<file path="src/rtl/sipo_defines.vh">
// constants for the serial-in parallel-out latch block
`ifndef SIPO_DEFINES_VH
`define SIPO_DEFINES_VH
`define SIPO_WIDTH 8
`define SIPO_CHAIN_RST 8'h00
`define SIPO_HOLD_RST 8'h00
`define SIPO_IDLE_LOW 1'h0
`define SIPO_IDLE_HIGH 1'h1
`define SIPO_OD_VALUE 1'h0
`define SIPO_RELEASED 1'h1
`define SIPO_CAS_RST 1'h0
`endif

</file>
<file path="src/rtl/sipo_sync.v">
// two-flop synchroniser with rising-edge detect for one pin
`timescale 1ns/10ps
module sipo_sync
#(
    parameter RST_LVL = 1'h0 // idle level of the pin, held through reset
)
(
    input wire mclk_i, // system clock
    input wire rst_b_i, // async reset, active low
    input wire pin_i, // asynchronous pin
    output wire level_o, // synchronised level
    output wire rise_o // one-cycle pulse on rising edge
);
reg meta_r;
reg sync_r;
reg prev_r;
always @(posedge mclk_i or negedge rst_b_i)
begin
    if (!rst_b_i)
    begin
        meta_r <= RST_LVL;
        sync_r <= RST_LVL;
        prev_r <= RST_LVL;
    end
    else
    begin
        meta_r <= pin_i;
        sync_r <= meta_r;
        prev_r <= sync_r;
    end
end
assign level_o = sync_r;
assign rise_o = sync_r & ~prev_r;
endmodule

</file>
<file path="src/rtl/sipo_latch.v">
// serial-in parallel-out shifter with holding register and open-drain outputs
`timescale 1ns/10ps
`include "sipo_defines.vh"
module sipo_latch
#(
    parameter WIDTH = `SIPO_WIDTH
)
(
    input wire mclk_i, // 50 MHz system clock
    input wire rst_b_i, // async reset, active low
    input wire serial_in_i, // serial data pin
    input wire shift_clock_i, // shift clock pin
    input wire hold_clock_i, // holding-register clock pin
    input wire chain_clear_n_i, // chain clear pin, active low
    input wire out_enable_n_i, // output enable pin, active low
    output reg cascade_serial_out_o, // push-pull last chain stage
    output reg [WIDTH-1:0] par_out_o, // open-drain output value (always 0)
    output reg [WIDTH-1:0] par_oe_n_o // per-pin enable, low = pulling low
);

////////////////////////////////////////////////////////////////////////
wire ser_lvl;
wire sclk_rise;
wire hclk_rise;
wire clr_n_lvl;
wire oe_n_lvl;
wire clear_active;
wire shift_take;
wire cascade_nxt;
wire [WIDTH-1:0] stage_in;
wire [WIDTH-1:0] par_out_nxt;
wire [WIDTH-1:0] par_oe_n_nxt;
reg [WIDTH-1:0] chain_r;
reg [WIDTH-1:0] chain_nxt;
reg [WIDTH-1:0] hold_r;
reg [WIDTH-1:0] hold_nxt;

////////////////////////////////////////////////////////////////////////
// all pins share the same two-flop delay so data keeps its alignment to the clocks
// each synchroniser resets to its pin's idle level: no false edge or enable after reset
sipo_sync
#(
    .RST_LVL(`SIPO_IDLE_LOW)
)
u_ser
(
    .mclk_i(mclk_i),
    .rst_b_i(rst_b_i),
    .pin_i(serial_in_i),
    .level_o(ser_lvl),
    .rise_o()
);

sipo_sync
#(
    .RST_LVL(`SIPO_IDLE_LOW)
)
u_sclk
(
    .mclk_i(mclk_i),
    .rst_b_i(rst_b_i),
    .pin_i(shift_clock_i),
    .level_o(),
    .rise_o(sclk_rise)
);

sipo_sync
#(
    .RST_LVL(`SIPO_IDLE_LOW)
)
u_hclk
(
    .mclk_i(mclk_i),
    .rst_b_i(rst_b_i),
    .pin_i(hold_clock_i),
    .level_o(),
    .rise_o(hclk_rise)
);

sipo_sync
#(
    .RST_LVL(`SIPO_IDLE_HIGH)
)
u_clr
(
    .mclk_i(mclk_i),
    .rst_b_i(rst_b_i),
    .pin_i(chain_clear_n_i),
    .level_o(clr_n_lvl),
    .rise_o()
);

sipo_sync
#(
    .RST_LVL(`SIPO_IDLE_HIGH)
)
u_oe
(
    .mclk_i(mclk_i),
    .rst_b_i(rst_b_i),
    .pin_i(out_enable_n_i),
    .level_o(oe_n_lvl),
    .rise_o()
);

////////////////////////////////////////////////////////////////////////
// clear is a synchronised level, so "immediate" costs the sync delay
assign clear_active = ~clr_n_lvl;
// shift rises while clear is low are dropped, not queued
assign shift_take = sclk_rise & clr_n_lvl;

////////////////////////////////////////////////////////////////////////
// per-bit wiring: stage feed, open-drain value and pin enable
genvar i;
generate
    for (i = 0; i < WIDTH; i = i + 1)
    begin : g_bit
        if (i == 0)
        begin : g_first
            assign stage_in[i] = ser_lvl;
        end
        else
        begin : g_next
            assign stage_in[i] = chain_r[i-1];
        end
        // only ever pulls low; a released pin is lifted by the board
        assign par_out_nxt[i] = `SIPO_OD_VALUE;
        assign par_oe_n_nxt[i] = oe_n_lvl | hold_nxt[i];
    end
endgenerate

////////////////////////////////////////////////////////////////////////
// separate edge detectors let shift and load act independently
always @*
begin
    chain_nxt = chain_r;
    if (clear_active)
    begin
        chain_nxt = `SIPO_CHAIN_RST;
    end
    else if (shift_take)
    begin
        chain_nxt = stage_in;
    end
end

// load sees the chain before any shift in the same cycle, as with real edge flops
always @*
begin
    hold_nxt = hold_r;
    if (hclk_rise)
    begin
        hold_nxt = chain_r;
    end
end

assign cascade_nxt = chain_nxt[WIDTH-1];

////////////////////////////////////////////////////////////////////////
// storage flops; the enable never reaches them
always @(posedge mclk_i or negedge rst_b_i)
begin
    if (!rst_b_i)
    begin
        chain_r <= `SIPO_CHAIN_RST;
    end
    else
    begin
        chain_r <= chain_nxt;
    end
end

always @(posedge mclk_i or negedge rst_b_i)
begin
    if (!rst_b_i)
    begin
        hold_r <= `SIPO_HOLD_RST;
    end
    else
    begin
        hold_r <= hold_nxt;
    end
end

////////////////////////////////////////////////////////////////////////
// outputs come straight from flops, fed from next state to save a cycle
always @(posedge mclk_i or negedge rst_b_i)
begin
    if (!rst_b_i)
    begin
        cascade_serial_out_o <= `SIPO_CAS_RST;
    end
    else
    begin
        cascade_serial_out_o <= cascade_nxt;
    end
end

always @(posedge mclk_i or negedge rst_b_i)
begin
    if (!rst_b_i)
    begin
        par_out_o <= {WIDTH{`SIPO_OD_VALUE}};
    end
    else
    begin
        par_out_o <= par_out_nxt;
    end
end

// enable only gates the drive, never the stored data
always @(posedge mclk_i or negedge rst_b_i)
begin
    if (!rst_b_i)
    begin
        par_oe_n_o <= {WIDTH{`SIPO_RELEASED}};
    end
    else
    begin
        par_oe_n_o <= par_oe_n_nxt;
    end
end

endmodule

</file>
<file path="config.mk">
export PLATFORM = sky130hd
export DESIGN_NAME = sipo_latch
export DESIGN_NICKNAME = d
export VERILOG_FILES = /design/src/rtl/sipo_sync.v /design/src/rtl/sipo_latch.v
export VERILOG_INCLUDE_DIRS = /design/src /design/src/rtl
export SDC_FILE = /design/constraint.sdc
export NUM_CORES = 1
export LEC_CHECK = 0
export BUFFER_PORTS_ARGS = -buffer_cell sky130_fd_sc_hd__buf_2
export CAP_MARGIN = 10
export CORE_AREA = 2 2 57 59
export DETAILED_ROUTE_END_ITERATION = 8
export DIE_AREA = 0 0 59 61
export HOLD_SLACK_MARGIN = 0.12
export MAX_ROUTING_LAYER = met4
export PLACE_DENSITY = 0.73
export RECOVER_POWER = 50
export SLEW_MARGIN = 20
export SYNTH_ARGS = -nofsm -noshare
export SYNTH_HDL_FRONTEND = slang
export SYNTH_SLANG_ARGS = --single-unit
</file>
<file path="constraint.sdc">
create_clock -name mclk_i -period 0.97 [get_ports mclk_i]
set_input_delay 0.0485 -clock mclk_i [delete_from_list [all_inputs] [get_ports mclk_i]]
set_output_delay 0.0485 -clock mclk_i [all_outputs]
set_load 0.05 [all_outputs]
</file>
==> results of run 1 <==
## what timing repair did
| action | 4_1_cts | 5_1_grt |
|---|---|---|
| resized for setup | 25 | 15 |
| setup buffers | 1 | 2 |
| hold buffers | 6 | 0 |
| hold endpoints to repair | 41 | 0 |
| endpoints found under the setup margin | 27 | 33 |
## layout by cell type (no fill, tap or decap)
| cell | instances |
|---|---|
| sky130_fd_sc_hd__dfrtp_1 | 24 |
| sky130_fd_sc_hd__nor2_1 | 16 |
| sky130_fd_sc_hd__mux2i_1 | 15 |
| sky130_fd_sc_hd__dfstp_2 | 12 |
| sky130_fd_sc_hd__mux2_4 | 8 |
| sky130_fd_sc_hd__conb_1 | 8 |
| sky130_fd_sc_hd__buf_8 | 8 |
| sky130_fd_sc_hd__clkbuf_4 | 6 |
| sky130_fd_sc_hd__dlygate4sd3_1 | 6 |
| sky130_fd_sc_hd__buf_2 | 6 |
| sky130_fd_sc_hd__nand2_2 | 5 |
| sky130_fd_sc_hd__buf_6 | 4 |
| sky130_fd_sc_hd__nand2_1 | 3 |
| sky130_fd_sc_hd__clkbuf_1 | 2 |
| sky130_fd_sc_hd__nand2b_4 | 1 |
| sky130_fd_sc_hd__and2b_2 | 1 |
| sky130_fd_sc_hd__mux2i_2 | 1 |
| sky130_fd_sc_hd__nand2_4 | 1 |
| sky130_fd_sc_hd__nor2b_1 | 1 |
| sky130_fd_sc_hd__clkbuf_8 | 1 |
| sky130_fd_sc_hd__buf_12 | 1 |
| sky130_fd_sc_hd__buf_4 | 1 |
## per-stage QoR
step	cell area (sq um)	power, mW	std cells	utilization [%]	setup WS (ps)
6_report	1760	2.88	164	59.7	-105
5_1_grt	1760	3.00	164	59.7	-146
4_1_cts	1720	2.90	162	58.3	-127
3_5_place_dp	1510	2.00	147	51.2	-90.6
3_3_place_gp	1510	1.99	147	51.2	-19.9
2_1_floorplan	1470	1.95	110	-	-53.3
## final cells by class
class,count,area share (%)
Clock buffer,8,3.34
Multi-Input combinational cell,60,25.9
Tap cell,33,2.34
Timing Repair Buffer,27,16.5
Sequential cell,36,52.0
## power groups by stage
stage	sequential [mW]	combinational [mW]	clock, mW
after global placement	1.65	0.346	0
after CTS	1.63	0.423	0.842
after floorplan	1.74	0.210	0
final	1.63	0.438	0.810
after global routing	1.64	0.465	0.895
after detailed placement	1.65	0.351	0
## state kept, by name, indices dropped and copies added, names as in the netlist
name	flops
u_ser.level_o	1
u_ser.meta_r	1
u_clr.meta_r	1
par_oe_n_o	8
hold_r	8
u_hclk.level_o	1
u_clr.level_o	1
u_oe.meta_r	1
u_sclk.prev_r	1
u_hclk.meta_r	1
u_hclk.prev_r	1
chain_r	8
u_sclk.level_o	1
u_oe.level_o	1
u_sclk.meta_r	1
## per-layer routing
metal	up-vias	GRT usage (%)
met3	7	5.76
met1	379	15.8
met2	23	22.4
met5	-	-
met4	0	8.77
li1	369	-
## worst paths after layout
check	slack (ps)	start	cells after the start	end
worst min-delay path	320	rst_b_i	3	hold_r[7]
worst max register to register	-100	u_hclk.prev_r	3	par_oe_n_o[0]
max in group asynchronous	290	rst_b_i	3	par_oe_n_o[0]
worst min register to register	360	u_hclk.meta_r	0	u_hclk.level_o
worst max-delay path	-110	par_oe_n_o[6]	1	par_oe_n_o[6]
min in group mclk_i	350	hold_clock_i	2	u_hclk.meta_r
## logic make-up after synthesis
family                 Yosys count  synth area share (%)
buffers and inverters           14                  7.45
DFF                             36                  64.2
muxes                           24                  19.6
other                            1                 0.263
and+or+nand+nor                 28                  8.50
==> impl_metrics.prom, run 1 <==
# TYPE chip_impl_metric gauge
chip_impl_info{name="run_status",value="finished, violations left"} 1
chip_impl_info{name="failed_checks",value="negative setup slack"} 1
chip_impl_info{name="critical_path.startpoint_type",value="flop"} 1
chip_impl_metric{name="cts-htree-levels",unit=""} 2
chip_impl_metric{name="number_of_sinks_driven_by_the_clock_tree",unit=""} 36
chip_impl_metric{name="worstPathBufferInverterCount",unit=""} 1
chip_impl_metric{name="number_of_buffers_created_by_cts",unit=""} 5
chip_impl_info{name="tritoncts",value="yes"} 1
chip_impl_metric{name="postRouteWirelength",unit="mm"} 2.12
chip_impl_metric{name="area.sequential",unit="sq um"} 916
chip_impl_metric{name="design.portCount",unit=""} 24
chip_impl_metric{name="place.port_buffers",unit=""} 15
chip_impl_metric{name="track_usage",unit="%"} 14.5
chip_impl_metric{name="required",unit="ps"} 920
chip_impl_metric{name="max-cap-violations",unit=""} 0
chip_impl_metric{name="start_util",unit="%"} 48.3
chip_impl_metric{name="nFillCells",unit=""} 239
chip_impl_metric{name="global_route.overflow_total",unit=""} 0
chip_impl_metric{name="via_cell_ratio",unit=""} 4.74
chip_impl_metric{name="maximum_vdd_drop",unit="mV"} 0.982
chip_impl_metric{name="clkTransAtPathRegs",unit="ps"} 100
chip_impl_metric{name="total_switching_power",unit="mW"} 0.763
chip_impl_metric{name="final.period_utilization",unit="%"} 111
chip_impl_metric{name="rows",unit=""} 20
chip_impl_info{name="post_synth_most_frequent_cells",value="sky130_fd_sc_hd__dfrtp_1 (24), sky130_fd_sc_hd__mux2i_1 (16), sky130_fd_sc_hd__nor2_1 (16)"} 1
chip_impl_info{name="path_delay_family",value="flip-flops"} 1
chip_impl_info{name="worstSetupEndpointType",value="output pin"} 1
chip_impl_metric{name="arrival",unit="ps"} 1030
chip_impl_info{name="cp_slowest_cell",value="sky130_fd_sc_hd__dfstp_2"} 1
chip_impl_metric{name="combinationalPowerShare",unit="%"} 15.2
chip_impl_metric{name="clock-skew-final",unit="ps"} 7.52
chip_impl_metric{name="drive_gt1_share",unit="%"} 42.7
chip_impl_metric{name="core_area",unit="sq um"} 2950
chip_impl_metric{name="finalWorstSetupSlack",unit="ps"} -105
chip_impl_metric{name="numnets_final",unit=""} 137
chip_impl_info{name="cts_root_buf",value="sky130_fd_sc_hd__clkbuf_4"} 1
chip_impl_metric{name="timing_hold_violations_final",unit=""} 0
chip_impl_metric{name="critical_path.max_stage_delay",unit="ps"} 550
chip_impl_metric{name="synth-async-reset-ratio",unit="%"} 100
chip_impl_metric{name="wire_length_of_the_first_global_routing_pass",unit="mm"} 3.48
chip_impl_metric{name="static-leakage-power",unit="nW"} 0.850
chip_impl_metric{name="seq_power_share",unit="%"} 56.7
chip_impl_metric{name="holdWs",unit="ps"} 319
chip_impl_info{name="yosys.cell_count.top_type",value="sky130_fd_sc_hd__dfrtp_1"} 1
chip_impl_metric{name="maximum_number_of_pins_on_one_net_before_global_route_repair",unit=""} 37
chip_impl_metric{name="mappedNetlistArea",unit="sq um"} 1430
chip_impl_metric{name="power.density_cell_area",unit="nW/um^2"} 1630
chip_impl_metric{name="drtPass1Iterations",unit=""} 4
chip_impl_info{name="topRoutingLayerUsed",value="met4"} 1
chip_impl_metric{name="drt_iter0_drc",unit=""} 14
chip_impl_metric{name="antenna_left",unit=""} 0
chip_impl_metric{name="cp_max_fo",unit=""} 1
chip_impl_metric{name="met3_length",unit="um"} 113
chip_impl_metric{name="fp.dieW",unit="um"} 59
chip_impl_metric{name="fp.dieArea",unit="sq um"} 3600
chip_impl_metric{name="synth_enable_flop_cells",unit=""} 0
chip_impl_info{name="critical_path.cell_chain",value="buf_8"} 1
chip_impl_metric{name="dr_wl_met2",unit="mm"} 1.04
chip_impl_metric{name="multi_input_area",unit="sq um"} 457
chip_impl_info{name="grt_setup_unrepaired",value="true"} 1
chip_impl_metric{name="place_hpwl",unit="mm"} 1.31
chip_impl_metric{name="netlist.area_leader.share",unit="%"} 42.1
chip_impl_metric{name="gp_routability_congestion",unit=""} 0.692
chip_impl_metric{name="yosys_warnings",unit=""} 0
chip_impl_metric{name="clkLatencyLatePin",unit="ps"} 340
chip_impl_metric{name="number_of_antenna_violations_at_the_first_check_in_global_routing",unit=""} 0
chip_impl_metric{name="synth.yosys.seq_area_share",unit="%"} 64.2
chip_impl_metric{name="fin_tns_setup",unit="ps"} -1900
chip_impl_metric{name="synthDistinctLibCells",unit=""} 14
chip_impl_metric{name="grt_pass1_vias",unit=""} 791
chip_impl_info{name="yosys-top-cells-area",value="sky130_fd_sc_hd__dfrtp_1 (42%), sky130_fd_sc_hd__dfstp_2 (22%), sky130_fd_sc_hd__mux2i_1 (11%)"} 1
chip_impl_metric{name="finalWorstPathRequiredPeriod",unit="ps"} 1080
chip_impl_info{name="timing.hold.worst.class",value="in -> async"} 1
chip_impl_metric{name="post-route-drc-count",unit=""} 0
chip_impl_metric{name="setup_viol_count_final",unit=""} 27
chip_impl_metric{name="die_y",unit="um"} 61
chip_impl_metric{name="ys_ff_latch",unit=""} 36
chip_impl_info{name="critPathKind",value="reg -> out"} 1
chip_impl_metric{name="achievable-frequency",unit="GHz"} 0.930
chip_impl_info{name="ys.flop_type",value="sky130_fd_sc_hd__dfrtp_1"} 1
chip_impl_metric{name="n_antenna_cell",unit=""} 0
chip_impl_metric{name="total_number_of_vias",unit=""} 778
chip_impl_metric{name="synth.avg_cell_area",unit="sq um"} 13.9
chip_impl_metric{name="synthCells",unit=""} 103
chip_impl_metric{name="met1_length",unit="um"} 904
chip_impl_metric{name="layout-area-overhead-vs-synth",unit="%"} 23.5
chip_impl_metric{name="power.share.switching",unit="%"} 26.5
chip_impl_metric{name="internal_power",unit="mW"} 2.12
chip_impl_metric{name="maximum_count_of_clock_buffers_along_a_single_path",unit=""} 2
chip_impl_metric{name="final_number_of_max_transition_violations",unit=""} 0
chip_impl_metric{name="power.clock.fraction",unit="%"} 28.1
chip_impl_metric{name="wire_per_inst",unit="um"} 12.9
chip_impl_info{name="synth.largest_area_cell",value="sky130_fd_sc_hd__dfrtp_1"} 1
(Power assumes the default switching activity.)
==> run 2, diff against run 1 <==
--- a/config.mk
+++ b/config.mk
@@ -8,14 +8,14 @@
 export LEC_CHECK = 0
 export BUFFER_PORTS_ARGS = -buffer_cell sky130_fd_sc_hd__buf_2
 export CAP_MARGIN = 10
-export CORE_AREA = 2 2 57 59
+export CORE_AREA = 2 2 63 65
 export DETAILED_ROUTE_END_ITERATION = 8
-export DIE_AREA = 0 0 59 61
+export DIE_AREA = 0 0 65 67
 export HOLD_SLACK_MARGIN = 0.12
 export MAX_ROUTING_LAYER = met4
-export PLACE_DENSITY = 0.73
 export RECOVER_POWER = 50
 export SLEW_MARGIN = 20
 export SYNTH_ARGS = -nofsm -noshare
 export SYNTH_HDL_FRONTEND = slang
+export SYNTH_HIERARCHICAL = 1
 export SYNTH_SLANG_ARGS = --single-unit
==> run 2 against run 1 <==
The flow still finishes with violations (negative setup slack). Via count down 16%. Hold slack got worse by 110 ps. Critical path depth increased by 3. Sequential share of layout area increased by 0.94 points. Power increased by 4.1%. Fmax fell by 15%. Die area increased by 21%. Largest cell class unchanged. Sequential cell count unchanged. Largest power group unchanged.
==> impl_metrics.prom, run 2 <==
# TYPE chip_impl_metric gauge
chip_impl_metric{name="antenna_left",unit=""} 0
chip_impl_info{name="critPathKind",value="reg -> reg"} 1
chip_impl_metric{name="setup_viol_count_final",unit=""} 32
chip_impl_metric{name="start_util",unit="%"} 36.7
chip_impl_metric{name="final.period_utilization",unit="%"} 131
chip_impl_metric{name="total_switching_power",unit="mW"} 0.704
chip_impl_metric{name="track_usage",unit="%"} 10.6
chip_impl_metric{name="place.port_buffers",unit=""} 15
chip_impl_info{name="worstSetupEndpointType",value="flop"} 1
chip_impl_info{name="path_delay_family",value="flip-flops"} 1
chip_impl_metric{name="number_of_sinks_driven_by_the_clock_tree",unit=""} 36
chip_impl_metric{name="static-leakage-power",unit="nW"} 0.801
chip_impl_metric{name="gp_routability_congestion",unit=""} 0.715
chip_impl_metric{name="core_area",unit="sq um"} 3610
chip_impl_metric{name="internal_power",unit="mW"} 2.29
chip_impl_metric{name="mappedNetlistArea",unit="sq um"} 1320
chip_impl_metric{name="layout.cells.non_filler",unit=""} 161
chip_impl_metric{name="clock-skew-final",unit="ps"} 4.47
chip_impl_metric{name="drt_iter0_drc",unit=""} 16
chip_impl_info{name="topRoutingLayerUsed",value="met4"} 1
chip_impl_info{name="critical_path.startpoint_type",value="flop"} 1
chip_impl_metric{name="maximum_count_of_clock_buffers_along_a_single_path",unit=""} 2
chip_impl_metric{name="combinationalPowerShare",unit="%"} 11.6
chip_impl_metric{name="number_of_buffers_created_by_cts",unit=""} 5
chip_impl_info{name="timing.critical_path.from",value="u_hclk/prev_r"} 1
chip_impl_metric{name="power.clock.fraction",unit="%"} 34.8
chip_impl_metric{name="met1_length",unit="um"} 778
chip_impl_metric{name="via_cell_ratio",unit=""} 4.04
chip_impl_info{name="run_status",value="finished, violations left"} 1
chip_impl_metric{name="achievable-frequency",unit="GHz"} 0.788
chip_impl_metric{name="finalWorstPathRequiredPeriod",unit="ps"} 1270
chip_impl_info{name="grt_setup_unrepaired",value="true"} 1
chip_impl_info{name="tritoncts",value="yes"} 1
chip_impl_metric{name="final_cell_area",unit="sq um"} 1730
chip_impl_metric{name="power.density_cell_area",unit="nW/um^2"} 1730
chip_impl_metric{name="fp.dieW",unit="um"} 65
chip_impl_info{name="timing.hold.worst.class",value="in -> async"} 1
chip_impl_metric{name="maximum_vdd_drop",unit="mV"} 0.766
chip_impl_metric{name="placedCellCount",unit=""} 144
chip_impl_metric{name="worstPathBufferInverterCount",unit=""} 1
chip_impl_info{name="biggestRegsByFlops",value="chain_r (8), hold_r (8), par_oe_n_o (8)"} 1
chip_impl_metric{name="total_number_of_cells_along_the_worst_setup_path",unit=""} 4
chip_impl_metric{name="total_number_of_vias",unit=""} 650
chip_impl_metric{name="synthCells",unit=""} 81
chip_impl_metric{name="postRouteWirelength",unit="mm"} 1.77
chip_impl_metric{name="rows",unit=""} 22
chip_impl_metric{name="arrival",unit="ps"} 1480
chip_impl_metric{name="critical_path.max_stage_delay",unit="ps"} 400
chip_impl_metric{name="global_route.overflow_total",unit=""} 0
chip_impl_metric{name="clkTransAtPathRegs",unit="ps"} 60
chip_impl_metric{name="yosys_warnings",unit=""} 6
chip_impl_metric{name="seq_power_share",unit="%"} 53.6
chip_impl_metric{name="final_number_of_max_transition_violations",unit=""} 0
chip_impl_metric{name="dr_wl_met2",unit="um"} 849
chip_impl_metric{name="worstRegToRegCells",unit=""} 4
chip_impl_metric{name="place_hpwl",unit="mm"} 1.16
chip_impl_metric{name="wire_per_inst",unit="um"} 11.0
chip_impl_metric{name="timing_hold_violations_final",unit=""} 0
chip_impl_metric{name="placed_cell_area",unit="sq um"} 1470
chip_impl_info{name="critical_path.cell_chain",value="nor2b_4, buf_12, mux2_4, or2_1"} 1
chip_impl_info{name="cts_root_buf",value="sky130_fd_sc_hd__clkbuf_8"} 1
chip_impl_info{name="cp_slowest_cell",value="sky130_fd_sc_hd__dfrtp_1"} 1
chip_impl_metric{name="max-cap-violations",unit=""} 0
chip_impl_metric{name="cts-htree-levels",unit=""} 2
chip_impl_metric{name="die_y",unit="um"} 67
chip_impl_info{name="failed_checks",value="negative setup slack"} 1
chip_impl_metric{name="fp.dieArea",unit="sq um"} 4360
chip_impl_metric{name="wire_length_of_the_first_global_routing_pass",unit="mm"} 3.09
chip_impl_metric{name="required",unit="ps"} 1180
chip_impl_metric{name="layout-area-overhead-vs-synth",unit="%"} 30.8
chip_impl_metric{name="clkLatencyLatePin",unit="ps"} 280
chip_impl_metric{name="synth.avg_cell_area",unit="sq um"} 16.3
chip_impl_metric{name="design.portCount",unit=""} 24
chip_impl_metric{name="maximum_number_of_pins_on_one_net_before_global_route_repair",unit=""} 24
chip_impl_metric{name="power.share.switching",unit="%"} 23.5
chip_impl_info{name="final_cell_mix",value="sky130_fd_sc_hd__dfrtp_1 (24), sky130_fd_sc_hd__dfstp_2 (12)"} 1
chip_impl_metric{name="n_antenna_cell",unit=""} 0
chip_impl_metric{name="number_of_antenna_violations_at_the_first_check_in_global_routing",unit=""} 0
chip_impl_info{name="layout_commonest_cell",value="sky130_fd_sc_hd__dfrtp_1"} 1
chip_impl_metric{name="finalWorstSetupSlack",unit="ps"} -300
chip_impl_metric{name="drtPass1Iterations",unit=""} 4
chip_impl_metric{name="cp_max_fo",unit=""} 8
chip_impl_metric{name="numnets_final",unit=""} 119
chip_impl_metric{name="post-route-drc-count",unit=""} 0
chip_impl_info{name="regToRegStartpoint",value="u_hclk/prev_r"} 1
chip_impl_metric{name="fin_tns_setup",unit="ps"} -4000
chip_impl_metric{name="drive_gt1_share",unit="%"} 43.4
chip_impl_metric{name="grt_pass1_vias",unit=""} 666
chip_impl_metric{name="met3_length",unit="um"} 106
run 2: final cells by class:
cell class | instances | area, sq um
Clock buffer | 8 | 90.1
Fill cell | 317 | 1870
Multi-Input combinational cell | 42 | 358
Sequential cell | 36 | 916
Tap cell | 48 | 60.1
Timing Repair Buffer | 27 | 308
run 2: final timing paths:
| path | end | slack, ps |
|---|---|---|
| max in group asynchronous | u_clr/level_o | 250 |
| worst max register to register | par_oe_n_o[0] | -300 |
| min in group mclk_i | u_hclk/level_o | 350 |
| worst min-delay path | hold_r[4] | 200 |
| worst min register to register | u_hclk/level_o | 350 |
| worst max-delay path | par_oe_n_o[0] | -300 |
run 2: per-layer routing:
| layer | vias up | global-route usage [%] |
|---|---|---|
| met5 | - | - |
| met4 | 0 | 7.98 |
| met3 | 4 | 5.57 |
| met2 | 20 | 14.7 |
| met1 | 323 | 11.6 |
| li1 | 303 | - |
run 2: worst reg2reg max path, cell delays in order, from the launching register on:
cell	delay (ps)
sky130_fd_sc_hd__dfrtp_1	400
sky130_fd_sc_hd__nor2b_4	130
sky130_fd_sc_hd__buf_12	140
sky130_fd_sc_hd__mux2_4	300
sky130_fd_sc_hd__or2_1	220
run 2: power groups by stage:
stage	Sequential, mW	Clock [mW]	Combinational, mW
6_report	1.61	1.04	0.346
5_1_grt	1.61	1.17	0.367
4_1_cts	1.61	1.11	0.345
3_5_place_dp	1.62	0	0.291
3_3_place_gp	1.62	0	0.286
2_1_floorplan	1.69	0	0.161
run 2: through the flow:
stage | setup slack, ps | util [%] | hold WS (ps) | total power, mW
detailed placement | -285 | 40.7 | -36.4 | 1.92
finish | -300 | 48.0 | 205 | 3.00
global placement | -256 | 40.7 | -43.3 | 1.91
floorplan | -230 | - | -247 | 1.85
CTS | -294 | 47.7 | 194 | 3.06
global route | -323 | 48.0 | 225 | 3.16
run 2: repair_timing:
| action | CTS | global route |
|---|---|---|
| hold buffers | 6 | 0 |
| hold endpoints to repair | 36 | 0 |
| setup endpoints to repair | 33 | 32 |
| resized for setup | 26 | 1 |
| buffers inserted | 2 | 1 |
| pin swaps | 0 | 2 |
==> run 3, diff against run 2 <==
==> constraint.sdc (replaced) <==
create_clock -name mclk_i -period 1.1 [get_ports mclk_i]
set_input_delay 0.055 -clock mclk_i [delete_from_list [all_inputs] [get_ports mclk_i]]
set_output_delay 0.055 -clock mclk_i [all_outputs]
set_load 0.05 [all_outputs]
==> run 3 against run 2 <==
The flow still finishes with violations (negative setup slack). Power shrank 13%. Sequential power shrank 12%. Core utilization shrank 2.2 points. Die area is the same. Worst setup slack gained 150 ps. First-iteration DRC count grew to 2.6 times the previous value. Non-clock buffer count shrank 1. Combinational power shrank 21%. Cell count shrank 0.62%. Routed wire length shrank 3.2%.
==> impl_metrics.prom, run 3 (synthesis gave the netlist of run 2 again) <==
# TYPE chip_impl_metric gauge
chip_impl_info{name="run_status",value="finished, violations left"} 1
chip_impl_info{name="failed_checks",value="negative setup slack"} 1
chip_impl_metric{name="max-cap-violations",unit=""} 0
chip_impl_metric{name="gp_routability_congestion",unit=""} 0.690
chip_impl_metric{name="number_of_antenna_violations_at_the_first_check_in_global_routing",unit=""} 0
chip_impl_metric{name="start_util",unit="%"} 36.7
chip_impl_metric{name="rows",unit=""} 22
chip_impl_metric{name="fp.dieW",unit="um"} 65
chip_impl_metric{name="cp_max_fo",unit=""} 8
chip_impl_metric{name="total_number_of_cells_along_the_worst_setup_path",unit=""} 4
chip_impl_metric{name="total_number_of_vias",unit=""} 634
chip_impl_info{name="biggestRegsByFlops",value="chain_r (8), hold_r (8), par_oe_n_o (8)"} 1
chip_impl_metric{name="drive_gt1_share",unit="%"} 44.6
chip_impl_info{name="timing.hold.worst.class",value="reg -> reg"} 1
chip_impl_info{name="worstSetupEndpointType",value="flop"} 1
chip_impl_metric{name="nFillCells",unit=""} 325
chip_impl_metric{name="worst_hold_path.num_cells",unit=""} 0
chip_impl_metric{name="total_switching_power",unit="mW"} 0.642
chip_impl_metric{name="maximum_number_of_pins_on_one_net_before_global_route_repair",unit=""} 37
chip_impl_metric{name="drt_iter0_drc",unit=""} 42
chip_impl_info{name="critical_path.cell_chain",value="nor2b_4, buf_12, mux2_4, or2_1"} 1
chip_impl_metric{name="holdWs",unit="ps"} 349
chip_impl_metric{name="design.portCount",unit=""} 24
chip_impl_metric{name="layout.cells.non_filler",unit=""} 160
chip_impl_info{name="cp_slowest_cell",value="sky130_fd_sc_hd__dfrtp_1"} 1
chip_impl_info{name="layout_commonest_cell",value="sky130_fd_sc_hd__dfrtp_1"} 1
chip_impl_metric{name="via_cell_ratio",unit=""} 3.96
chip_impl_metric{name="fp.dieArea",unit="sq um"} 4360
chip_impl_metric{name="track_usage",unit="%"} 10.8
chip_impl_metric{name="grt_pass1_vias",unit=""} 623
chip_impl_metric{name="multi_input_area",unit="sq um"} 358
chip_impl_metric{name="power.clock.fraction",unit="%"} 35.9
chip_impl_metric{name="seq_power_share",unit="%"} 53.7
chip_impl_info{name="tritoncts",value="yes"} 1
chip_impl_info{name="grt_setup_unrepaired",value="true"} 1
chip_impl_metric{name="area.sequential",unit="sq um"} 916
chip_impl_metric{name="static-leakage-power",unit="nW"} 0.775
chip_impl_info{name="final_cell_mix",value="sky130_fd_sc_hd__dfrtp_1 (24), sky130_fd_sc_hd__dfstp_2 (12)"} 1
chip_impl_metric{name="finalWorstPathRequiredPeriod",unit="ps"} 1250
chip_impl_metric{name="worstRegToRegCells",unit=""} 4
chip_impl_metric{name="final_number_of_max_transition_violations",unit=""} 0
chip_impl_metric{name="clock-skew-final",unit="ps"} 3.08
chip_impl_info{name="path_delay_family",value="flip-flops"} 1
chip_impl_metric{name="worstPathBufferInverterCount",unit=""} 1
chip_impl_info{name="critical_path.startpoint_type",value="flop"} 1
chip_impl_metric{name="final.period_utilization",unit="%"} 114
chip_impl_metric{name="internal_power",unit="mW"} 1.98
chip_impl_info{name="critPathKind",value="reg -> reg"} 1
chip_impl_metric{name="power.density_cell_area",unit="nW/um^2"} 1590
chip_impl_metric{name="finalWorstSetupSlack",unit="ps"} -152
chip_impl_metric{name="place_hpwl",unit="mm"} 1.05
chip_impl_metric{name="number_of_sinks_driven_by_the_clock_tree",unit=""} 36
chip_impl_metric{name="numnets_final",unit=""} 118
chip_impl_metric{name="global_route.overflow_total",unit=""} 0
chip_impl_metric{name="clkLatencyLatePin",unit="ps"} 280
chip_impl_metric{name="postRouteWirelength",unit="mm"} 1.71
chip_impl_metric{name="timing_hold_violations_final",unit=""} 0
chip_impl_metric{name="maximum_vdd_drop",unit="mV"} 0.699
chip_impl_metric{name="wire_per_inst",unit="um"} 10.7
chip_impl_metric{name="achievable-frequency",unit="GHz"} 0.799
chip_impl_metric{name="clkTransAtPathRegs",unit="ps"} 70
chip_impl_metric{name="antenna_left",unit=""} 0
chip_impl_metric{name="core_area",unit="sq um"} 3610
chip_impl_metric{name="final_util",unit="%"} 45.8
chip_impl_metric{name="combinationalPowerShare",unit="%"} 10.4
chip_impl_metric{name="drtPass1Iterations",unit=""} 2
chip_impl_metric{name="arrival",unit="ps"} 1460
chip_impl_metric{name="number_of_buffers_created_by_cts",unit=""} 5
chip_impl_metric{name="wire_length_of_the_first_global_routing_pass",unit="mm"} 3.12
chip_impl_metric{name="required",unit="ps"} 1310
chip_impl_metric{name="power.share.switching",unit="%"} 24.5
chip_impl_metric{name="preCtsSetupSlack",unit="ps"} -148
chip_impl_metric{name="layout-area-overhead-vs-synth",unit="%"} 24.8
chip_impl_info{name="cts_root_buf",value="sky130_fd_sc_hd__clkbuf_8"} 1
chip_impl_metric{name="n_antenna_cell",unit=""} 0
chip_impl_metric{name="setup_viol_count_final",unit=""} 10
chip_impl_metric{name="placedCellCount",unit=""} 143
chip_impl_metric{name="critical_path.max_stage_delay",unit="ps"} 390
chip_impl_metric{name="die_y",unit="um"} 67
chip_impl_metric{name="maximum_count_of_clock_buffers_along_a_single_path",unit=""} 2
chip_impl_metric{name="post-route-drc-count",unit=""} 0
chip_impl_metric{name="place.port_buffers",unit=""} 15
chip_impl_metric{name="cts-htree-levels",unit=""} 2
run 3: changes by cell type in the layout (fill, tap and decap cells not counted):
cell,previous run,this run
sky130_fd_sc_hd__clkbuf_4,0,1
sky130_fd_sc_hd__clkbuf_1,2,0
sky130_fd_sc_hd__buf_4,2,8
sky130_fd_sc_hd__buf_2,5,7
sky130_fd_sc_hd__clkinv_2,0,2
sky130_fd_sc_hd__buf_8,8,0
sky130_fd_sc_hd__clkbuf_2,1,0
sky130_fd_sc_hd__buf_12,3,2
run 3: cell type report:
class,count,share of cell area [%]
flip-flops and latches,36,55.5
multi-input cells,42,21.7
repair buffers,26,13.6
clock buffers,6,5.00
well taps,48,3.64
clock inverters,2,0.606
run 3: path summary, 6_finish.rpt:
check / slack, ps / from / endpoint
worst min-delay path: 350 / u_hclk/meta_r / u_hclk/level_o
max in group asynchronous: 370 / rst_b_i / par_oe_n_o[1]
worst max-delay path: -150 / u_hclk/prev_r / par_oe_n_o[0]
worst min register to register: 350 / u_hclk/meta_r / u_hclk/level_o
min in group asynchronous: 370 / rst_b_i / u_hclk/prev_r
worst max register to register: -150 / u_hclk/prev_r / par_oe_n_o[0]
run 3: stage by stage:
step,cell area (sq um),power (mW),setup TNS [ps]
6_report,1650,2.62,-1310
5_1_grt,1650,2.77,-1860
4_1_cts,1630,2.67,-1400
3_5_place_dp,1440,1.67,-1130
3_3_place_gp,1440,1.67,-953
2_1_floorplan,1350,1.63,-797
run 3: power groups by stage:
stage	logic [mW]	registers [mW]	clock network, mW
2_1_floorplan	0.139	1.49	0
3_3_place_gp	0.239	1.43	0
3_5_place_dp	0.241	1.43	0
4_1_cts	0.268	1.41	0.994
5_1_grt	0.293	1.41	1.06
6_report	0.273	1.41	0.940
run 3: routing by layer:
layer  part of all wire, %  up-vias  track usage [%]
li1                      -      300                -
met5                     0        -                -
met4                   4.3        0             8.78
met3                   7.5        6             5.57
met2                    43       25             14.0
met1                    45      303             12.3
run 3: what timing repair did:
item | CTS | global route
endpoints found under the setup margin | 16 | 24
setup buffers | 2 | 1
hold buffers | 6 | 0
gates resized for setup | 10 | 0
endpoints found under the hold margin | 29 | 0
